--- config.mk ---
export PLATFORM = sky130hd
export DESIGN_NAME = ahh_host
export DESIGN_NICKNAME = d
export VERILOG_FILES = /design/src/rtl/ahh_pkg.sv /design/src/rtl/ahh_host.sv /design/src/rtl/ahh_sync.sv
export VERILOG_INCLUDE_DIRS = /design/src /design/src/rtl
export SDC_FILE = /design/constraint.sdc
export NUM_CORES = 1
export LEC_CHECK = 0
export ABC_AREA = 1
export BUFFER_PORTS_ARGS = -buffer_cell sky130_fd_sc_hd__buf_4
export CORE_MARGIN = 4
export CORE_UTILIZATION = 25
export CTS_BUF_LIST = sky130_fd_sc_hd__clkbuf_4
export DETAILED_ROUTE_END_ITERATION = 12
export GPL_ROUTABILITY_DRIVEN = 0
export HOLD_SLACK_MARGIN = 0.12
export RECOVER_POWER = 25
export SYNTH_ARGS = -nofsm -noshare
export SYNTH_HDL_FRONTEND = slang
export SYNTH_HIERARCHICAL = 1
export SYNTH_SLANG_ARGS = --single-unit
--- constraint.sdc ---
create_clock -name clk_in -period 2.2 [get_ports clk_in]
set_clock_uncertainty 0.15 [all_clocks]
set_input_delay 0.11 -clock clk_in [delete_from_list [all_inputs] [get_ports clk_in]]
set_output_delay 0.11 -clock clk_in [all_outputs]
set_load 0.05 [all_outputs]
--- src/rtl/ahh_defs.svh ---
// Constants of the converter host handshake controller
`ifndef AHH_DEFS_SVH
`define AHH_DEFS_SVH
`define AHH_CLK_PERIOD_PS   25000
`define AHH_T_GAP_NS        350
`define AHH_T_START_LOW_NS  250
`define AHH_T_FAST_RD_NS    250
`define AHH_T_DONE_NS       380
`define AHH_T_STANDALONE_NS 530
// Least times round up, in cycles
`define AHH_CYC_UP(ns) \
    (((ns) * 1000 + `AHH_CLK_PERIOD_PS - 1) / `AHH_CLK_PERIOD_PS)
`define AHH_GAP_CYC        `AHH_CYC_UP(`AHH_T_GAP_NS)
`define AHH_START_LOW_CYC  `AHH_CYC_UP(`AHH_T_START_LOW_NS)
`define AHH_FAST_RD_CYC    `AHH_CYC_UP(`AHH_T_FAST_RD_NS)
`define AHH_DONE_WAIT_CYC  `AHH_CYC_UP(`AHH_T_STANDALONE_NS)
`define AHH_CNT_W          6
`define AHH_DATA_W         8
`endif

--- src/rtl/ahh_pkg.sv ---
// Types of the converter host handshake controller
`include "ahh_defs.svh"
package ahh_pkg;
    typedef enum logic [1:0] {
        AHH_OP_SINGLE = 2'h0,
        AHH_OP_POLLED = 2'h1,
        AHH_OP_FAST   = 2'h2
    } ahh_op_t;

    // Pins driven toward the converter
    typedef struct packed {
        logic cs_n;
        logic rd_n;
        logic start_n;
        logic start_oe_n;
        logic mode;
    } ahh_pins_out_t;

    // Pins sampled from the converter
    typedef struct packed {
        logic                    done_n;
        logic                    wait_n;
        logic [`AHH_DATA_W-1:0]  data;
    } ahh_pins_in_t;
endpackage : ahh_pkg

--- src/rtl/ahh_host.sv ---
// Host controller that runs conversions on the half-flash converter
`timescale 1ns/1ps
`default_nettype none
`include "ahh_defs.svh"

// Flow of one conversion, per request kind:
//   single-access: select and read fall together; the converter holds
//   wait low while it works, then drops done; read stays low three more
//   cycles so the result byte has crossed the synchroniser
//   polled fetch: select and start fall together; start rises after
//   the upper-nibble time; done is awaited, then read fetches the byte
//   fast fetch: as polled, but read falls a fixed time after start
//   rises and done is ignored; the early read forces the latch
// Every conversion ends with select and read rising together, which
// clears done in all modes; then the tracking gap runs before the next
// request is taken.
// Shared pin: its enable falls with each fetch request and stays low until a single-access request is taken;
// in single-access it stays high so the wait output of the converter
// owns the line.
// Spans count whole cycles rounded up, the poll timeout one more, so each
// least time is met with up to one cycle to spare (two for the poll timeout), at the cost of a little throughput.
// Limitation: single-access has no bound of its own; a converter that
// never answers holds the sequencer in the read state until reset.
// Data, valid and pins come straight from flops; only the ready
module ahh_host
    import ahh_pkg::*;
(
    input  wire logic                   clk_in,
    input  wire logic                   sys_rst_in,
    input  wire logic                   req_valid_in,
    input  wire ahh_op_t                req_op_in,
    output logic                        req_ready_out,
    output logic                        res_valid_out,
    output logic [`AHH_DATA_W-1:0]      res_data_out,
    input  wire logic                   res_ready_in,
    output ahh_pins_out_t               pins_out,
    input  wire ahh_pins_in_t           pins_in
);
    typedef enum logic [2:0] {
        // Waiting spans
        S_GAP,
        S_IDLE,
        // Start pulse of the fetch modes
        S_START_LOW,
        S_START_HIGH,
        // Read strobe low, then result handed over
        S_READ,
        S_SETTLE,
        S_RESULT
    } ahh_state_t;

    typedef struct packed {
        // Sequencer position and the kind of the running request
        ahh_state_t               fsm;
        ahh_op_t                  op;
        // One counter serves every timed span, cleared as each span starts
        logic [`AHH_CNT_W-1:0]    cnt;
        // Registered drive of the converter pins, so no glitch reaches them
        ahh_pins_out_t            pins;
        // Result held for the consumer
        logic                     valid;
        logic [`AHH_DATA_W-1:0]   data;
    } ahh_host_state_t;

    ahh_host_state_t st;
    ahh_host_state_t next_st;
    ahh_pins_in_t    pin_s;

    // Span ends and converter status, decoded once per cycle
    logic            gap_done;
    logic            start_low_done;
    logic            fast_read_due;
    logic            poll_timeout;
    logic            done_seen;
    logic            wait_released;
    logic            sync_flushed;
    logic            settle_done;
    logic            op_single;

    // Every converter input passes two flops before use
    ahh_sync #(.W($bits(ahh_pins_in_t))) u_sync (
        .clk_in     (clk_in),
        .sys_rst_in (sys_rst_in),
        .async_in   (pins_in),
        .sync_out   (pin_s)
    );

    // Span ends, each a count of whole cycles rounded up from the least time; the poll timeout runs one cycle more
    assign gap_done       = (st.cnt >= `AHH_CNT_W'(`AHH_GAP_CYC - 1));
    assign start_low_done = (st.cnt >= `AHH_CNT_W'(`AHH_START_LOW_CYC - 1));
    assign fast_read_due  = (st.cnt >= `AHH_CNT_W'(`AHH_FAST_RD_CYC - 1));
    assign poll_timeout   = (st.cnt >= `AHH_CNT_W'(`AHH_DONE_WAIT_CYC));

    // Converter status as seen after the synchroniser
    assign done_seen      = !pin_s.done_n;
    assign wait_released  = pin_s.wait_n;

    // Synchroniser still shows pre-strobe values for its two stages
    assign sync_flushed   = (st.cnt > `AHH_CNT_W'(2));
    // Data must stand three cycles on the bus before it is taken
    assign settle_done    = (st.cnt >= `AHH_CNT_W'(2));

    // Request kind decoded once for the idle branch
    assign op_single      = (req_op_in == AHH_OP_SINGLE);

    // Conversion sequencer
    always_comb begin
        next_st = st;
        // Counter runs by default; idle and result hold it at zero, and each move into a timed span clears it
        next_st.cnt = st.cnt + `AHH_CNT_W'(1);
        unique case (st.fsm)
            // Tracking time before any new start edge
            S_GAP: begin
                if (gap_done) begin
                    next_st.fsm = S_IDLE;
                end
            end

            // Start on user request; a precise timer may drive it
            S_IDLE: begin
                next_st.cnt = '0;
                if (req_valid_in) begin
                    next_st.op        = req_op_in;
                    next_st.pins.mode = !op_single;
                    next_st.pins.cs_n = 1'b0;
                    if (op_single) begin
                        // Read fall samples and starts
                        next_st.pins.rd_n       = 1'b0;
                        next_st.pins.start_oe_n = 1'b1;
                        next_st.fsm             = S_READ;
                    end else begin
                        // Start fall samples the input
                        next_st.pins.start_oe_n = 1'b0;
                        next_st.pins.start_n    = 1'b0;
                        next_st.fsm             = S_START_LOW;
                    end
                end
            end

            // Hold start low for the upper-nibble compare
            S_START_LOW: begin
                if (start_low_done) begin
                    next_st.pins.start_n = 1'b1;
                    next_st.cnt          = '0;
                    next_st.fsm          = S_START_HIGH;
                end
            end

            // Polled waits for done fast read waits 250 ns
            S_START_HIGH: begin
                if (st.op == AHH_OP_FAST) begin
                    if (fast_read_due) begin
                        next_st.pins.rd_n = 1'b0;
                        next_st.cnt       = '0;
                        next_st.fsm       = S_SETTLE;
                    end
                end else if (done_seen || poll_timeout) begin
                    // Timeout bounds a lost flag
                    next_st.pins.rd_n = 1'b0;
                    next_st.cnt       = '0;
                    next_st.fsm       = S_SETTLE;
                end
            end

            // Single-access: wait released, done low
            S_READ: begin
                if (wait_released && done_seen && sync_flushed) begin
                    next_st.cnt = '0;
                    next_st.fsm = S_SETTLE;
                end
            end

            // Bus driven only with select and read low
            S_SETTLE: begin
                if (settle_done) begin
                    next_st.data      = pin_s.data;
                    next_st.valid     = 1'b1;
                    // Releasing both clears the done flag
                    next_st.pins.rd_n = 1'b1;
                    next_st.pins.cs_n = 1'b1;
                    next_st.fsm       = S_RESULT;
                end
            end

            // Result stands until the consumer takes it
            S_RESULT: begin
                next_st.cnt = '0;
                if (res_ready_in) begin
                    next_st.valid = 1'b0;
                    next_st.fsm   = S_GAP;
                end
            end

            // Unused code falls back to the safe gap
            default: begin
                next_st.fsm = S_GAP;
            end
        endcase
    end

    // Single register of all state
    always_ff @(posedge clk_in) begin
        if (sys_rst_in) begin
            // Pins idle high, shared pin released, single mode
            st                 <= '0;
            st.fsm             <= S_GAP;
            st.pins.cs_n       <= 1'b1;
            st.pins.rd_n       <= 1'b1;
            st.pins.start_n    <= 1'b1;
            st.pins.start_oe_n <= 1'b1;
        end else begin
            st <= next_st;
        end
    end

    // Ready decoded from state; valid, data and pins straight from flops
    assign req_ready_out = (st.fsm == S_IDLE);
    assign res_valid_out = st.valid;
    assign res_data_out  = st.data;
    assign pins_out      = st.pins;
endmodule : ahh_host
`default_nettype wire

--- src/rtl/ahh_sync.sv ---
// Two-flop synchroniser for converter pins
`timescale 1ns/1ps
`default_nettype none
module ahh_sync
    import ahh_pkg::*;
#(
    parameter int W = 10
) (
    input  wire logic         clk_in,
    input  wire logic         sys_rst_in,
    input  wire logic [W-1:0] async_in,
    output logic      [W-1:0] sync_out
);
    typedef struct packed {
        logic [W-1:0] first;
        logic [W-1:0] second;
    } ahh_sync_state_t;
    ahh_sync_state_t st;
    ahh_sync_state_t next_st;

    // First stage feeds only the second; idle pins read high after reset
    always_comb begin
        next_st.first  = async_in;
        next_st.second = st.first;
    end

    always_ff @(posedge clk_in) begin
        if (sys_rst_in) begin
            st <= '1;
        end else begin
            st <= next_st;
        end
    end

    assign sync_out = st.second;
endmodule : ahh_sync
`default_nettype wire

==> flow_metrics.py <==
metrics = {
    "synthesis": {
        "syn_area_mm2": 0.00195,
        "synth_mux_area_share_pct": 0,
        "synthAdderAreaFrac_pct": 2.56,
        "synthXorXnorAreaFrac_pct": 1.34,
        "synth_compound_area_share_pct": 5.95,
        "ys_types": 25,
        "yosys.area_share.simple_pct": 29.4,
        "yosysSeqAreaShare_pct": 46.1,
        "syn_nets": 281,
        "ys_seq_elements": 45,
        "synth_top_family_by_area": "simple AND/OR/NAND/NOR gates",
        "avgSynthCellArea_um2": 7.49,
        "synth_cells": 261,
        "ys_warn_count": 6,
    },
    "worst_setup_path": {
        "r2r_setup_slack_ps": 170,
        "worst_path_max_delay_cell": "dlygate4sd3_1",
        "crit_end": "st[23]",
        "cp.buffers_inverters": 2,
        "cp.depth": 10,
        "worst_setup_path_start_kind": "flip-flop",
        "arrival_ps": 2130,
        "startpoint": "st[23]",
        "end_kind": "flip-flop",
        "crit_fanout": 9,
        "cp_top_family": "simple AND/OR/NAND/NOR gates",
        "required_ps": 2290,
        "reg2reg_from": "st[23]",
        "ff2ff_path_depth": 10,
        "crit_chain": "inv_1, nand2_1, nor2_4, nand2_4, nor2_1, dlygate4sd3_1, nor3_1, nand3_1, nand2_1, nor2_1",
        "rr_endpoint": "st[23]",
        "path_class": "reg2reg",
        "critical_path.max_stage_delay_ps": 550,
    },
    "final_layout": {
        "multiInputGateArea_um2": 767,
        "final_core_util_pct": 33.9,
        "register_area_um2": 903,
        "layout-drive-gt1-share_pct": 16.2,
        "final_common_cell": "nand2_1",
        "area_growth_pct": 28.4,
        "nFillCells": 792,
        "antenna_cells": 0,
        "layout_common_cells": "nand2_1, dfxtp_1, nor2_1, inv_1, dlygate4sd3_1",
        "layout.cells.non_filler": 408,
        "layout.nets": 328,
    },
    "floorplan": {
        "core_area_mm2": 0.00741,
        "start_util_pct": 26.4,
        "die_y_um": 96.4,
        "std_cell_rows": 31,
        "die_area_mm2": 0.00930,
        "die-width_um": 96.4,
        "boundaryPins": 31,
    },
    "global_route": {
        "grt-ovfl-total": 0,
        "antenna_found_initial": 0,
        "grtUsageTotal_pct": 9.03,
        "grt_max_degree": 21,
        "grt_pass1_wl_um": 6470,
        "grt_pass1_vias": 1487,
    },
    "timing": {
        "setup_slack_ps": 166,
        "relSlewSlack_pct": 59.4,
        "tns_ps": 0,
        "setup_viol": 0,
        "rsz0062_at_grt": "no",
        "fin_crit_sh_pct": 92.5,
        "worst_pin_slew_ps": 611,
        "achievable-frequency_mhz": 492,
        "timing.hold.ws_ps": 275,
        "finalMaxSlewViolations": 0,
        "layout_min_cycle_time_ps": 2030,
        "hold_violations": 0,
    },
    "clock_network": {
        "cts_root_buffer": "clkbuf_4",
        "cts_sinks": 45,
        "cts_buffers": 5,
        "clock_latency_ps": 360,
        "cts_tree": "yes",
        "cts_buffer_depth": 2,
        "cts.clk_slew.worst_paths_ps": 130,
        "htreeDepth": 2,
    },
    "route": {
        "wl_per_cell_um": 9.56,
        "route.detailed.drc": 0,
        "vias": 1624,
        "drt-pass1-iter-count": 4,
        "final_antenna_net_count": 0,
        "first_iter_violations": 51,
        "finalWirelength_um": 3900,
        "vias_per_cell": 3.98,
    },
    "place": {
        "post-place-ws_ps": 301,
        "post-place-cells": 373,
        "dp.final_hpwl_um": 2780,
        "portBuffers": 30,
    },
    "pwr": {
        "p_leak_nw": 1.22,
        "power_density_mw_per_mm2": 850,
        "max-vdd-ir-drop_uv": 339,
    },
    "status": {
        "status": "complete, no violations",
    },
    "worst_hold_path": {
        "whs_path_depth": 2,
        "hold_path_class": "reg2reg",
    },
    "run": {
        "cap_violations": 0,
    },
}
[kinds of logic (layout without fill, tap and decap cells)]
| group | after synthesis | after routing |
|---|---|---|
| AO/OA/AOI/OAI | 22 | 22 |
| XOR/XNOR | 3 | 3 |
| adder cells (fa/ha/maj) | 4 | 4 |
| buffers and inverters | 59 | 107 |
| flip-flops | 45 | 45 |
| AND/OR/NAND/NOR | 128 | 128 |
[where the power goes]
group	leakage (nW)	switching (mW)	internal (mW)
combinational	0.805	0.401	0.242
clock	0.0459	0.267	0.255
sequential	0.370	0.0713	0.895
[routing by layer]
metal | vias up | part of all wire [%] | track usage, %
li1 | 865 | - | -
met1 | 724 | 42 | 10.0
met2 | 28 | 51 | 15.9
met3 | 7 | 4.7 | 3.25
met4 | 0 | 1.9 | 3.15
met5 | - | 0 | 0
[state kept, by name, summed over array words and instances, names as in the netlist]
signal	flops
pins_out	5
res_data_out	8
res_valid_out	1
st	11
u_sync/next_st	10
u_sync/sync_out	10
[tightest hold or removal path, cell delays in order, from the launching register on]
cell,delay (ps)
dfxtp_1,330
inv_1,30
nand2_1,40
[how the worst min path moves through the flow]
stage	start	end	slack, ps
floorplan	sys_rst_in	res_valid_out	30
detailed placement	pins_in[7]	u_sync/next_st[7]	140
global placement	pins_in[6]	u_sync/next_st[6]	140
CTS	u_sync/next_st[9]	u_sync/sync_out[9]	280
finish	u_sync/next_st[9]	u_sync/sync_out[9]	280
global route	u_sync/next_st[7]	u_sync/sync_out[7]	300
[layout make-up]
cell class / instances / share of cell area (%)
tap: 99 / 4.94
sequential: 45 / 36.0
clock buffer: 6 / 1.80
inverter: 42 / 6.28
timing repair buffer: 57 / 18.9
clock inverter: 2 / 1.55
multi-input combinational: 157 / 30.6
[cell usage after synthesis]
| cell | n | area, µm² |
|---|---|---|
| a22oi_1 | 1 | 7.51 |
| xnor2_1 | 1 | 8.76 |
| nor2_1 | 42 | 158 |
| buf_6 | 2 | 22.5 |
| nand3_1 | 10 | 50.1 |
| clkbuf_1 | 1 | 3.75 |
| buf_4 | 13 | 97.6 |
| inv_2 | 2 | 7.51 |
| nor2_2 | 2 | 12.5 |
| xor2_1 | 2 | 17.5 |
| nand2_1 | 60 | 225 |
| o21ai_1 | 2 | 10.0 |
| or2_2 | 1 | 6.26 |
| o21ai_0 | 13 | 65.1 |
| ha_1 | 4 | 50.1 |
| dfxtp_1 | 45 | 901 |
| a21oi_1 | 5 | 25.0 |
| buf_2 | 1 | 5.00 |
| nand3b_4 | 1 | 20.0 |
| nor2_4 | 4 | 45.0 |
| nand2_4 | 2 | 22.5 |
| inv_1 | 40 | 150 |
| nor3_1 | 2 | 10.0 |
| o21ai_2 | 1 | 8.76 |
| nand2_2 | 4 | 25.0 |
[through the flow]
step	area, µm²	total power, mW
floorplan	1950	1.48
global placement	2170	1.59
detailed placement	2170	1.60
CTS	2530	2.17
global route	2510	2.28
finish	2510	2.13
[repair_timing]
item / CTS / global route
hold endpoints to repair: 30 / 0
hold buffers: 27 / 0
resized for setup: 0 / 2
setup buffers: 0 / 0
setup endpoints to repair: 0 / 1
(Power assumes the default switching activity.)
